==> src/inc/pls_map.svh <==
// pls_map.svh: offsets, field positions, reset values, speed thresholds
// assumes: included by the supervisor core and the phase_loss_supervisor_my only
// Function
// RL1: input mode decodes auto/warn/alarm/disabled
// RL2: auto mode raises warning on input loss
// RL3: alarm mode raises error instead of warning
// RL4: input loss flag sits in status bit 10
// RL5: warn/alarm mode sets flag on one-phase open
// RL6: disabled mode keeps loss flag clear
// RL7: policy 0: flag for one phase only; code sets it only while servo on
// RL8: policy 1: flag for one/two/all open; code sets it only while servo on
// RL9: policies 2/3: flag clear while servo off
// RL10: detect motor phase open, raise error
// RL11: suspend output detection on other faults
// RL12: motorless run blocks output detection
// RL13: source 0: measured speed above threshold
// RL14: source 1: commanded speed above threshold
// RL15: no output detection while brake interlock on
// RL16: output detection only for one phase open
// RL17: output enable defaults to disabled
// RL18: source defaults measured; torque+command never fires
// RL19: pressure adaptive+command never fires
// RL20: input loss alarms only during servo on
// RL21: input alarms only for single phase loss
// RL22: sensing inputs synchronous, alarms registered
`ifndef PLS_MAP_SVH
`define PLS_MAP_SVH
// register byte offsets
`define PLS_OFS_CTRL      8'h00
`define PLS_OFS_STATUS    8'h04
`define PLS_OFS_CLEAR     8'h08
// control field positions
`define PLS_CTRL_IN_MODE  1:0
`define PLS_CTRL_POLICY   3:2
`define PLS_CTRL_OUT_EN   4
`define PLS_CTRL_SRC      5
`define PLS_CTRL_MLESS    6
`define PLS_CTRL_MOTOR    8:7
`define PLS_CTRL_TORQUE   9
`define PLS_CTRL_PADAPT   10
`define PLS_CTRL_W        11
`define PLS_CTRL_RESET    11'h000
// status field positions
`define PLS_ST_WARN       0
`define PLS_ST_ERR        1
`define PLS_ST_CAUSE_IN   2
`define PLS_ST_CAUSE_OUT  3
`define PLS_ST_FLAG       10
// speed thresholds in r/min or mm/s
`define PLS_THR_ROTARY    16'h0032
`define PLS_THR_LINEAR    16'h0032
`define PLS_THR_DIRECT    16'h0019
`define PLS_RESP_OKAY     2'h0
`define PLS_RESP_SLVERR   2'h2
`endif

==> src/inc/pls_pkg.sv <==
// pls_pkg: mode and selector types for the phase loss supervisor
// assumes: compiled before the core
package pls_pkg;
   typedef enum logic [1:0] {
      PLS_IN_AUTO, PLS_IN_WARN, PLS_IN_ALARM, PLS_IN_OFF
   } pls_in_mode_e;
   typedef enum logic [1:0] {
      PLS_POL_ON_ONE, PLS_POL_ON_ANY, PLS_POL_ONE, PLS_POL_ANY
   } pls_policy_e;
   typedef enum logic [1:0] {
      PLS_MOT_ROTARY, PLS_MOT_LINEAR, PLS_MOT_DIRECT, PLS_MOT_SPARE
   } pls_motor_e;
endpackage : pls_pkg

==> src/core/pls_supervisor.sv <==
// pls_supervisor: input and output phase loss supervision, axi4-lite regs
// assumes: sensing inputs and faults arrive on aclk, already synchronous
//
// Our own choices: the address map and register access over AXI4-Lite.
`timescale 1ns/100ps
`default_nettype none
`include "pls_map.svh"
module pls_supervisor
   import pls_pkg::*;
(
   input  wire logic        aclk,            // 100 MHz control clock
   input  wire logic        aresetn,         // sync reset, active low
   input  wire logic        ce,              // clock enable, freezes all
   input  wire logic [7:0]  s_axi_awaddr,    // write address
   input  wire logic        s_axi_awvalid,   // write address valid
   output logic             s_axi_awready,   // write address ready
   input  wire logic [31:0] s_axi_wdata,     // write data
   input  wire logic [3:0]  s_axi_wstrb,     // write byte enables
   input  wire logic        s_axi_wvalid,    // write data valid
   output logic             s_axi_wready,    // write data ready
   output logic [1:0]       s_axi_bresp,     // write response
   output logic             s_axi_bvalid,    // write response valid
   input  wire logic        s_axi_bready,    // write response ready
   input  wire logic [7:0]  s_axi_araddr,    // read address
   input  wire logic        s_axi_arvalid,   // read address valid
   output logic             s_axi_arready,   // read address ready
   output logic [31:0]      s_axi_rdata,     // read data
   output logic [1:0]       s_axi_rresp,     // read response
   output logic             s_axi_rvalid,    // read data valid
   input  wire logic        s_axi_rready,    // read data ready
   input  wire logic [2:0]  supply_open,     // per supply phase open
   input  wire logic [2:0]  motor_open,      // per motor phase open (u,v,w)
   input  wire logic        servo_on,        // servo-on state
   input  wire logic        brake_interlock, // brake interlock output on
   input  wire logic        other_fault,     // any other alarm or warning
   input  wire logic [15:0] meas_speed,      // measured speed, signed
   input  wire logic [15:0] cmd_speed,       // commanded speed, signed
   output logic             phase_loss_warning, // level warning
   output logic             phase_loss_error,   // sticky error
   output logic             input_loss_flag     // status word bit 10
);

   logic [`PLS_CTRL_W-1:0] ctrl_reg;
   logic        warn_reg;
   logic        err_reg;
   logic        cause_in_reg;
   logic        cause_out_reg;
   logic        flag_reg;
   logic        aw_got_reg;
   logic        w_got_reg;
   logic [7:0]  waddr_reg;
   logic [31:0] wdata_reg;
   logic [3:0]  wstrb_reg;
   logic        aw_fire;
   logic        w_fire;
   logic        b_fire;
   logic        ar_fire;
   logic        r_fire;
   logic        wr_do;
   logic        clr_err;

   pls_in_mode_e in_mode;
   pls_policy_e  policy;
   pls_motor_e   motor;
   logic        one_supply;
   logic        any_supply;
   logic        one_motor;
   logic        in_enabled;
   logic        in_warn_next;
   logic        in_err_set;
   logic        flag_next;
   logic [15:0] speed_sel;
   logic [15:0] speed_mag;
   logic [15:0] speed_thr;
   logic        out_blocked;
   logic        out_err_set;
   logic [31:0] status_word;

   assign aw_fire = s_axi_awvalid & s_axi_awready;
   assign w_fire  = s_axi_wvalid & s_axi_wready;
   assign b_fire  = s_axi_bvalid & s_axi_bready;
   assign ar_fire = s_axi_arvalid & s_axi_arready;
   assign r_fire  = s_axi_rvalid & s_axi_rready;
   assign wr_do   = aw_got_reg & w_got_reg & ~s_axi_bvalid;

   // field views of the control register
   assign in_mode = pls_in_mode_e'(ctrl_reg[`PLS_CTRL_IN_MODE]); // RL1
   assign policy  = pls_policy_e'(ctrl_reg[`PLS_CTRL_POLICY]);
   assign motor   = pls_motor_e'(ctrl_reg[`PLS_CTRL_MOTOR]);

   // exactly-one and any-open decodes of the phase indications
   assign one_supply = (supply_open == 3'h1) | (supply_open == 3'h2) |
                       (supply_open == 3'h4);
   assign any_supply = |supply_open;
   assign one_motor  = (motor_open == 3'h1) | (motor_open == 3'h2) |
                       (motor_open == 3'h4); // RL16

   // input side: auto counts as enabled on this amplifier class
   assign in_enabled = (in_mode != PLS_IN_OFF); // RL1 RL6
   // servo-off and multi-phase loss never alarm
   assign in_warn_next = servo_on & one_supply &
                         ((in_mode == PLS_IN_AUTO) |
                          (in_mode == PLS_IN_WARN)); // RL2 RL20 RL21
   assign in_err_set   = servo_on & one_supply &
                         (in_mode == PLS_IN_ALARM); // RL3 RL20 RL21

   // status flag: policy bit0 picks one-only or any-open, servo-on gated
   always_comb begin
      flag_next = 1'b0;
      if (in_enabled && servo_on) begin // RL6 RL9
         case (policy)
            PLS_POL_ON_ONE: flag_next = one_supply;  // RL7
            PLS_POL_ON_ANY: flag_next = any_supply;  // RL8
            PLS_POL_ONE:    flag_next = one_supply;  // RL9 RL5
            default:        flag_next = any_supply;  // RL9
         endcase
      end
   end

   // output side: pick judgment speed and take its magnitude
   assign speed_sel = ctrl_reg[`PLS_CTRL_SRC] ? cmd_speed
                                               : meas_speed; // RL13 RL14
   assign speed_mag = speed_sel[15] ? 16'(-speed_sel) : speed_sel;

   // threshold depends on motor kind; spare code behaves as rotary
   always_comb begin
      speed_thr = `PLS_THR_ROTARY;
      case (motor)
         PLS_MOT_LINEAR: speed_thr = `PLS_THR_LINEAR;
         PLS_MOT_DIRECT: speed_thr = `PLS_THR_DIRECT;
         default:        speed_thr = `PLS_THR_ROTARY;
      endcase
   end

   // command source is unreliable in torque and pressure-adaptive use,
   // so those combinations never fire rather than false-trip
   assign out_blocked = ctrl_reg[`PLS_CTRL_SRC] &
                        (ctrl_reg[`PLS_CTRL_TORQUE] |
                         ctrl_reg[`PLS_CTRL_PADAPT]); // RL18 RL19

   // own warning counts as another fault for the output detector
   assign out_err_set = ctrl_reg[`PLS_CTRL_OUT_EN] &      // RL17
                        ~ctrl_reg[`PLS_CTRL_MLESS] &      // RL12
                        servo_on &                        // RL13 RL14
                        (speed_mag >= speed_thr) &        // RL13 RL14
                        ~brake_interlock &                // RL15
                        ~other_fault & ~warn_reg &        // RL11
                        ~out_blocked & one_motor;         // RL10 RL16

   // write-one-to-clear request for the sticky error
   assign clr_err = wr_do & (waddr_reg == `PLS_OFS_CLEAR) &
                    wstrb_reg[0] & wdata_reg[0];

   // alarm state registered on the control clock
   always_ff @(posedge aclk) begin
      if (!aresetn) begin
         warn_reg      <= 1'b0;
         err_reg       <= 1'b0;
         cause_in_reg  <= 1'b0;
         cause_out_reg <= 1'b0;
         flag_reg      <= 1'b0;
      end else if (ce) begin
         warn_reg <= in_warn_next; // RL2 RL22
         flag_reg <= flag_next;    // RL4
         // a new event in the clear cycle wins over the clear
         if (in_err_set)
            cause_in_reg <= 1'b1; // RL3
         else if (clr_err)
            cause_in_reg <= 1'b0;
         if (out_err_set)
            cause_out_reg <= 1'b1; // RL10
         else if (clr_err)
            cause_out_reg <= 1'b0;
         if (in_err_set || out_err_set)
            err_reg <= 1'b1; // RL22
         else if (clr_err)
            err_reg <= 1'b0;
      end
   end

   assign phase_loss_warning = warn_reg;
   assign phase_loss_error   = err_reg;
   assign input_loss_flag    = flag_reg;

   // control register, byte lanes 0 and 1
   always_ff @(posedge aclk) begin
      if (!aresetn) begin
         ctrl_reg <= `PLS_CTRL_RESET; // RL17 RL18
      end else if (ce && wr_do && waddr_reg == `PLS_OFS_CTRL) begin
         if (wstrb_reg[0])
            ctrl_reg[7:0] <= wdata_reg[7:0];
         if (wstrb_reg[1])
            ctrl_reg[`PLS_CTRL_W-1:8] <= wdata_reg[`PLS_CTRL_W-1:8];
      end
   end

   // write channel: address and data accepted in either order,
   // one write under way at a time
   always_ff @(posedge aclk) begin
      if (!aresetn) begin
         s_axi_awready <= 1'b0;
         s_axi_wready  <= 1'b0;
         aw_got_reg    <= 1'b0;
         w_got_reg     <= 1'b0;
         waddr_reg     <= 8'h00;
         wdata_reg     <= 32'h0000_0000;
         wstrb_reg     <= 4'h0;
      end else if (ce) begin
         if (aw_fire) begin
            aw_got_reg    <= 1'b1;
            waddr_reg     <= {s_axi_awaddr[7:2], 2'h0};
            s_axi_awready <= 1'b0;
         end else begin
            if (wr_do)
               aw_got_reg <= 1'b0;
            if (!aw_got_reg && !s_axi_bvalid)
               s_axi_awready <= 1'b1;
         end
         if (w_fire) begin
            w_got_reg    <= 1'b1;
            wdata_reg    <= s_axi_wdata;
            wstrb_reg    <= s_axi_wstrb;
            s_axi_wready <= 1'b0;
         end else begin
            if (wr_do)
               w_got_reg <= 1'b0;
            if (!w_got_reg && !s_axi_bvalid)
               s_axi_wready <= 1'b1;
         end
      end
   end

   // write response; status is read-only, unmapped answers slverr
   always_ff @(posedge aclk) begin
      if (!aresetn) begin
         s_axi_bvalid <= 1'b0;
         s_axi_bresp  <= `PLS_RESP_OKAY;
      end else if (ce) begin
         if (wr_do) begin
            s_axi_bvalid <= 1'b1;
            if (waddr_reg == `PLS_OFS_CTRL || waddr_reg == `PLS_OFS_CLEAR)
               s_axi_bresp <= `PLS_RESP_OKAY;
            else
               s_axi_bresp <= `PLS_RESP_SLVERR;
         end else if (b_fire) begin
            s_axi_bvalid <= 1'b0;
         end
      end
   end

   // status word shows the block's own state
   always_comb begin
      status_word = 32'h0000_0000;
      status_word[`PLS_ST_WARN]      = warn_reg;
      status_word[`PLS_ST_ERR]       = err_reg;
      status_word[`PLS_ST_CAUSE_IN]  = cause_in_reg;
      status_word[`PLS_ST_CAUSE_OUT] = cause_out_reg;
      status_word[`PLS_ST_FLAG]      = flag_reg; // RL4
   end

   // read channel: data one cycle after the address is taken
   always_ff @(posedge aclk) begin
      if (!aresetn) begin
         s_axi_arready <= 1'b0;
         s_axi_rvalid  <= 1'b0;
         s_axi_rdata   <= 32'h0000_0000;
         s_axi_rresp   <= `PLS_RESP_OKAY;
      end else if (ce) begin
         if (ar_fire) begin
            s_axi_arready <= 1'b0;
            s_axi_rvalid  <= 1'b1;
            s_axi_rresp   <= `PLS_RESP_OKAY;
            // compare full byte addresses so both sides are 8 bits wide
            if ({s_axi_araddr[7:2], 2'h0} == `PLS_OFS_CTRL) begin
               s_axi_rdata <= {21'h000000, ctrl_reg};
            end else if ({s_axi_araddr[7:2], 2'h0} == `PLS_OFS_STATUS) begin
               s_axi_rdata <= status_word;
            end else if ({s_axi_araddr[7:2], 2'h0} == `PLS_OFS_CLEAR) begin
               s_axi_rdata <= 32'h0000_0000;
            end else begin
               s_axi_rdata <= 32'h0000_0000;
               s_axi_rresp <= `PLS_RESP_SLVERR;
            end
         end else begin
            if (r_fire)
               s_axi_rvalid <= 1'b0;
            if (!s_axi_rvalid && !s_axi_arready)
               s_axi_arready <= 1'b1;
         end
      end
   end
endmodule : pls_supervisor
`default_nettype wire

==> config.mk <==
export PLATFORM = sky130hd
export DESIGN_NAME = pls_supervisor
export DESIGN_NICKNAME = d
export VERILOG_FILES = /design/src/inc/pls_pkg.sv /design/src/core/pls_supervisor.sv
export VERILOG_INCLUDE_DIRS = /design/src /design/src/inc
export SDC_FILE = /design/constraint.sdc
export NUM_CORES = 1
export LEC_CHECK = 0
export ABC_CLOCK_PERIOD_IN_PS = 4300
export BUFFER_PORTS_ARGS = -buffer_cell sky130_fd_sc_hd__buf_4
export CORE_ASPECT_RATIO = 0.8
export CORE_MARGIN = 4
export CORE_UTILIZATION = 45
export CTS_CLUSTER_SIZE = 20
export DETAILED_ROUTE_END_ITERATION = 16
export PLACE_DENSITY = 0.76
export SETUP_SLACK_MARGIN = 0.02
export SYNTH_ARGS = -nofsm -noshare
export SYNTH_HDL_FRONTEND = slang
export SYNTH_SLANG_ARGS = --single-unit
==> constraint.sdc <==
create_clock -name aclk -period 4.3 [get_ports aclk]
set_input_delay 0.86 -clock aclk [delete_from_list [all_inputs] [get_ports aclk]]
set_output_delay 0.86 -clock aclk [all_outputs]
set_load 0.01 [all_outputs]
==> results of run 1 <==
[cell usage after synthesis, types with 2 or more instances]
cell      number  share of area [%]
dfxtp_1       55                 33
and2_1         5               0.92
nand2_1       64                7.1
o221ai_1       2               0.52
o21ai_0       15                2.2
mux2i_1       23                6.8
buf_4         24                5.3
a21boi_0      17                3.8
ha_1           5                1.8
nor2_1        16                1.8
or4_1          3               0.67
xor2_1         4                1.0
nor3_1        17                2.5
a21oi_1       17                2.5
inv_1          8               0.89
nor2b_1       24                4.4
o211ai_1       2               0.44
nand4_1        3               0.55
nand3_1       18                2.7
nor3b_1        5                1.1
xnor2_1        4                1.0
o22ai_1        5               0.92
a22oi_1        8                1.8
clkbuf_1      14                1.6
a21boi_1       8                1.8
or3_1          2               0.37
buf_2          2               0.30
mux2_2         3                1.0
nand3b_1       2               0.44
or4b_4         2               0.81
nand2b_1       6                1.1
[layout make-up]
type                    instances  area, µm²
well taps                      87        109
clock inverters                 2       12.5
fillers                       666       2970
clock buffers                   6       72.6
repair buffers                 96        721
flip-flops and latches         55       1100
multi-input cells             331       2080
inverters                       8       30.0
[logic make-up (layout without fill, tap and decap cells)]
group / count (synthesis) / count (layout)
xor gates and xnor gates: 8 / 8
adders and majority gates: 5 / 5
DFF: 55 / 55
buffers and inverters: 50 / 112
muxes: 27 / 27
AOI/OAI and AO/OA: 88 / 88
other: 1 / 23
and+or+nand+nor: 180 / 180
[power groups by stage]
stage / Clock [mW] / Sequential (mW) / Combinational (mW)
floorplan: 0 / 0.537 / 0.106
finish: 0.278 / 0.526 / 0.178
CTS: 0.284 / 0.526 / 0.178
global route: 0.302 / 0.527 / 0.197
detailed placement: 0 / 0.538 / 0.177
global placement: 0 / 0.537 / 0.174
[routing by layer]
layer	vias to the layer above	wire (µm)
li1	1582	-
met1	1414	4020
met2	109	4010
met3	8	568
met4	0	99
met5	-	0
[worst min-delay path: stages (launching register included)]
cell      delay, ns
dfxtp_1        0.32
nand2_1        0.05
a21boi_1       0.05
[how the worst max path moves through the flow]
stage,cells past startpoint,slack (ns),to,from
2_1_floorplan,12,0.77,phase_loss_error,ctrl_reg[5]
3_3_place_gp,10,0.79,phase_loss_error,cmd_speed[0]
3_5_place_dp,10,0.74,cause_out_reg,cmd_speed[0]
4_1_cts,10,1.07,cause_out_reg,cmd_speed[0]
5_1_grt,10,0.98,cause_out_reg,cmd_speed[0]
6_report,10,1.07,cause_out_reg,cmd_speed[0]
[metrics by stage]
stage	area [µm²]	util, %	power, mW	hold WS (ns)
after floorplan	3460	-	0.644	0.436
after global placement	4040	56.9	0.711	0.445
after detailed placement	4040	56.9	0.715	0.449
after CTS	4120	58.1	0.988	0.462
after global routing	4120	58.1	1.03	0.480
final	4120	58.1	0.983	0.461
==> results.md, run 1 <==
* Status: finished, final reports clean
* Commonest non-fill, non-tap cells in the layout: buf_4 (96), nand2_1 (64), dfxtp_1 (55), nor2b_1 (24)
* Post-Place Worst Slack at 0.744 ns
* Clk Tree Root Cell: clkbuf_8
* Ant diodes at 0
* I/O pin count at 145
* Crit path kind: in2reg
* Main combinational cell family by area after synthesis: simple AND/OR/NAND/NOR gates
* Switching power at 0.260 mW
* Multiplexer share of the synthesized area at 8.14%
* Antenna violations before repair at 0
* Unique cell type count in the Yosys netlist at 62
* Fin Setup TNS at 0 ns
* Min Tclk post-route at 3.23 ns
* Die X at 105 µm
* Grt total ovfl at 0
* Wire length per cell at 14.9 µm
* Hold Path Class: reg2reg
* Clk pin slew, worst setup/hold paths at 0.09 ns
* Reg2reg path depth at 9
* Initial Util at 47.7%
* Core footprint at 0.00709 mm²
* Clock Skew at 0.00320 ns
* Worst reg2reg path startpoint: ctrl_reg[5]
* Commonest non-fill, non-tap cell in the layout: buf_4
* # nets final at 603
* Crit path DAT at 3.42 ns
* Logic gate share of total power at 18.2%
* Synth warnings at 0
* Slew headroom at 62.1%
* Final period utilization at 75.1%
* P_int at 0.722 mW
* Sw Share at 26.5%
* Post-synthesis sequential area ratio at 32.6%
* CTS Buf Count at 5
* Worst skew pair latency at 0.31 ns
* First-pass iteration count of the detailed router at 5
* Die H at 85.5 µm
* Met1 Usage GRT at 25.8%
* Area Overhead vs Synth at 21.9%
* RSZ-0062 raised after global routing: no
* Delay of the slowest critical-path stage at 0.56 ns
* Met3 Usage GRT at 3.76%
* Seq cells post-synth at 55
* Synth Area per Inst at 8.17 µm²
* All-layer global routing usage at 18.4%
* DR vias/cell at 5.32
* Buffers on Ports at 94
* Worst R2R End: cause_out_reg
* WL final at 8700 µm
* DRT antenna net count at 0
* Worst Hold Depth at 2
* Fmax at 0.310 GHz
* Placed insts at 577
* DR iter-0 viols at 122
* Layout cell share with drive strength beyond 1 at 24.1%
* CP Launch Type: input port
* Critical-path top delay cell: or4b_4
* Row Count at 27
* Crit path max-delay family: simple AND/OR/NAND/NOR gates
* Post-synth EDFFs at 0
* CTS H-tree lvls at 2
* CP dominant cell by count: or4b_4
* Die ar. at 0.00898 mm²
* Worst path bufs/invs at 1
* Ys async rst share at 0%
* Synth Area in XOR/XNOR at 2.07%
* Pwr dens at 238 mW/mm²
* Final WS setup at 1.07 ns
* Crit-path max FO at 7
* Busiest layer in global routing: met2
* Leak pwr at 1.72 nW
* Setup Buffers After CTS at 0
* Seq pwr share at 53.5%
* Max-Cap Viols at 0
* Bufs on Longest Clock Path at 2
* M2 GR Usage at 29.1%
* Crit end category: flip-flop
* Max Slew Vio Count at 0
* Worst path required time at 4.49 ns
* Post-synthesis adder-cell area fraction at 1.85%
* Vias at 3113
* Clock sinks at 55
* Clk pwr share at 28.3%
* First-pass GRT wire length at 13700 µm
* Cts hold-fix bufs at 0
* Synth Area in Compound Gates at 18.8%
* Synth Cell Area at 0.00338 mm²
* Slew @ Worst Pin at 0.566 ns
* CTS tree: done
* Detail Placement HPWL at 6830 µm
* Hold worst-path end: wdata_reg[4]
* Largest net degree at the start of global routing at 57
* Min-delay src: wdata_reg[4]
* RePlAce Congestion at 0.889
* Number of global-route vias before repair at 2866
* Drt drc at 0
* Final cell count without fillers at 585
* Post-CTS Resized at 0
* Final hold viol count at 0
* Crit path cell chain: buf_4 > mux2i_1 > ha_1 > or4b_4 > o2bb2ai_2 > or4b_4 > a211oi_2 > a2bb2o_4 > o31ai_4 > nand3_1
* Final setup fails at 0
* VDD IR max at 0.145 mV
* Post-Synth Simple-Gate Area at 28.0%
* Post-synth top flop: dfxtp_1
* Post-synthesis cell count at 414
* R2R Setup Slk at 1.26 ns
Note: power is estimated with default switching activity, not from simulation.
==> run 2: changes to the inputs <==
--- a/config.mk
+++ b/config.mk
@@ -6,14 +6,14 @@
 export SDC_FILE = /design/constraint.sdc
 export NUM_CORES = 1
 export LEC_CHECK = 0
-export ABC_CLOCK_PERIOD_IN_PS = 4300
+export ABC_CLOCK_PERIOD_IN_PS = 2700
 export BUFFER_PORTS_ARGS = -buffer_cell sky130_fd_sc_hd__buf_4
 export CORE_ASPECT_RATIO = 0.8
 export CORE_MARGIN = 4
-export CORE_UTILIZATION = 45
+export CORE_UTILIZATION = 44
 export CTS_CLUSTER_SIZE = 20
 export DETAILED_ROUTE_END_ITERATION = 16
-export PLACE_DENSITY = 0.76
+export PLACE_DENSITY = 0.78
 export SETUP_SLACK_MARGIN = 0.02
 export SYNTH_ARGS = -nofsm -noshare
 export SYNTH_HDL_FRONTEND = slang
==> constraint.sdc (replaced) <==
create_clock -name aclk -period 2.7 [get_ports aclk]
set_input_delay 0.54 -clock aclk [delete_from_list [all_inputs] [get_ports aclk]]
set_output_delay 0.54 -clock aclk [all_outputs]
set_load 0.01 [all_outputs]
==> run 2 against run 1 <==
  * The flow now finishes with violations (setup timing)
  * Clock-buffer cell count fell by 1
  * Register-to-register slack got worse by 1.4 ns
  * Largest power group unchanged
  * Clock power rose by 130%
  * Sequential share of layout area is 1.5 points lower
  * Combinational power increased by 68%
  * Critical endpoint unchanged
  * Die area increased by 2.1%
  * Global-route usage is 0.15 points higher
  * Cell count rose by 6.3%
==> results.md, run 2 (synthesis results as in run 1) <==
* Fmax at 0.354 GHz
* Wire length per cell at 14.1 µm
* Slew headroom at 62.5%
* Max-Cap Viols at 0
* Worst skew pair latency at 0.31 ns
* Buffers on Ports at 94
* Final Util at 58.9%
* Hold Path Class: reg2reg
* CTS H-tree lvls at 2
* Leak pwr at 1.84 nW
* Core footprint at 0.00743 mm²
* Row Count at 28
* Min Tclk post-route at 2.82 ns
* VDD IR max at 0.200 mV
* Failing checks: setup timing
* Number of global-route vias before repair at 3037
* DRT antenna net count at 0
* Area Overhead vs Synth at 29.4%
* Crit path kind: reg2reg
* Clk Tree Root Cell: clkbuf_8
* RSZ-0062 raised after global routing: yes
* Crit end category: flip-flop
* DR iter-0 viols at 113
* Final period utilization at 105%
* Largest net degree at the start of global routing at 56
* Drt drc at 0
* Grt total ovfl at 0
* DR vias/cell at 5.14
* Clock sinks at 55
* Ant diodes at 0
* Final setup fails at 2
* Layout cell share with drive strength beyond 1 at 28.0%
* CTS tree: done
* Die X at 106 µm
* Commonest non-fill, non-tap cell in the layout: buf_4
* Max Slew Vio Count at 0
* Worst path required time at 2.89 ns
* CTS Buf Count at 5
* Vias at 3196
* Clk pin slew, worst setup/hold paths at 0.10 ns
* Fillers at 695
* Placed Area at 0.00418 mm²
* Commonest non-fill, non-tap cells in the layout: buf_4 (115), nand2_1 (64), dfxtp_1 (54), nor2b_1 (24), conb_1 (23)
* Pwr dens at 406 mW/mm²
* Fin Setup TNS at -0.241 ns
* First-pass GRT wire length at 14000 µm
* Post-Place Worst Slack at -0.389 ns
* Pwr Total at 1.78 mW
* I/O pin count at 145
* # nets final at 622
* CP Launch Type: flip-flop
* Die H at 86.4 µm
* First-pass iteration count of the detailed router at 4
* Crit path DAT at 3.01 ns
* Initial Util at 45.5%
* Final hold viol count at 0
* Antenna violations before repair at 0
* Bufs on Longest Clock Path at 2
* Crit-path max FO at 4
* WL final at 8780 µm
* Clock Skew at 0.0101 ns
* Die ar. at 0.00916 mm²
* Detail Placement HPWL at 7000 µm
* RePlAce Congestion at 0.888
* Status: finished, violations left
* Slew @ Worst Pin at 0.561 ns
* Finished Cell Area at 0.00438 mm²
* Final WS setup at -0.124 ns
* All-layer global routing usage at 18.5%
[run 2: worst max-delay path, cell delays in order, from the launching register on]
cell and delay [ns]:
dfxtp_4 0.39, mux2i_2 0.24, ha_2 0.21, or4b_4 0.48, o2bb2ai_4 0.16, or4b_4 0.49
a211oi_2 0.22, a2bb2o_4 0.24, o31ai_4 0.17, nand3_1 0.10
[run 2: worst paths after layout]
check	start	end	slack, ns	cells past startpoint
worst min-delay path	wdata_reg[2]	wdata_reg[2]	0.46	2
worst max-delay path	ctrl_reg[5]	cause_out_reg	-0.12	9
worst max register to register	ctrl_reg[5]	cause_out_reg	-0.12	9
worst min register to register	wdata_reg[2]	wdata_reg[2]	0.46	2
[run 2: layout make-up]
cell class	instances	area [µm²]	share of cell area, %
tap	105	131	3.00
clock inverter	3	67.6	1.54
clock buffer	5	68.8	1.57
inverter	8	30.0	0.686
sequential	55	1100	25.2
multi-input combinational	331	2110	48.2
timing repair buffer	115	863	19.7
[run 2: per-stage QoR]
| step | hold slack (ns) | std cells |
|---|---|---|
| floorplan | 0.436 | 436 |
| global placement | 0.446 | 609 |
| detailed placement | 0.447 | 609 |
| CTS | 0.461 | 620 |
| global route | 0.465 | 622 |
| finish | 0.460 | 622 |
[run 2: what timing repair did]
action	4_1_cts	5_1_grt
gates resized for setup	2	2
setup endpoints to repair	2	2
hold buffers	0	0
hold endpoints to repair	0	0
setup buffers	3	2
pin swaps	1	1
[run 2: power by group]
part	switching (mW)	total (mW)	internal [mW]
clock	0.270	0.639	0.370
combinational	0.144	0.299	0.155
sequential	0.0125	0.837	0.824
[run 2: per-layer routing]
layer / GRT usage (%) / share of wire, % / vias to the layer above
li1: - / - / 1616
met5: 0 / 0 / -
met2: 31.4 / 48 / 95
met1: 24.6 / 45 / 1476
met3: 2.98 / 5.8 / 9
met4: 5.18 / 1.4 / 0
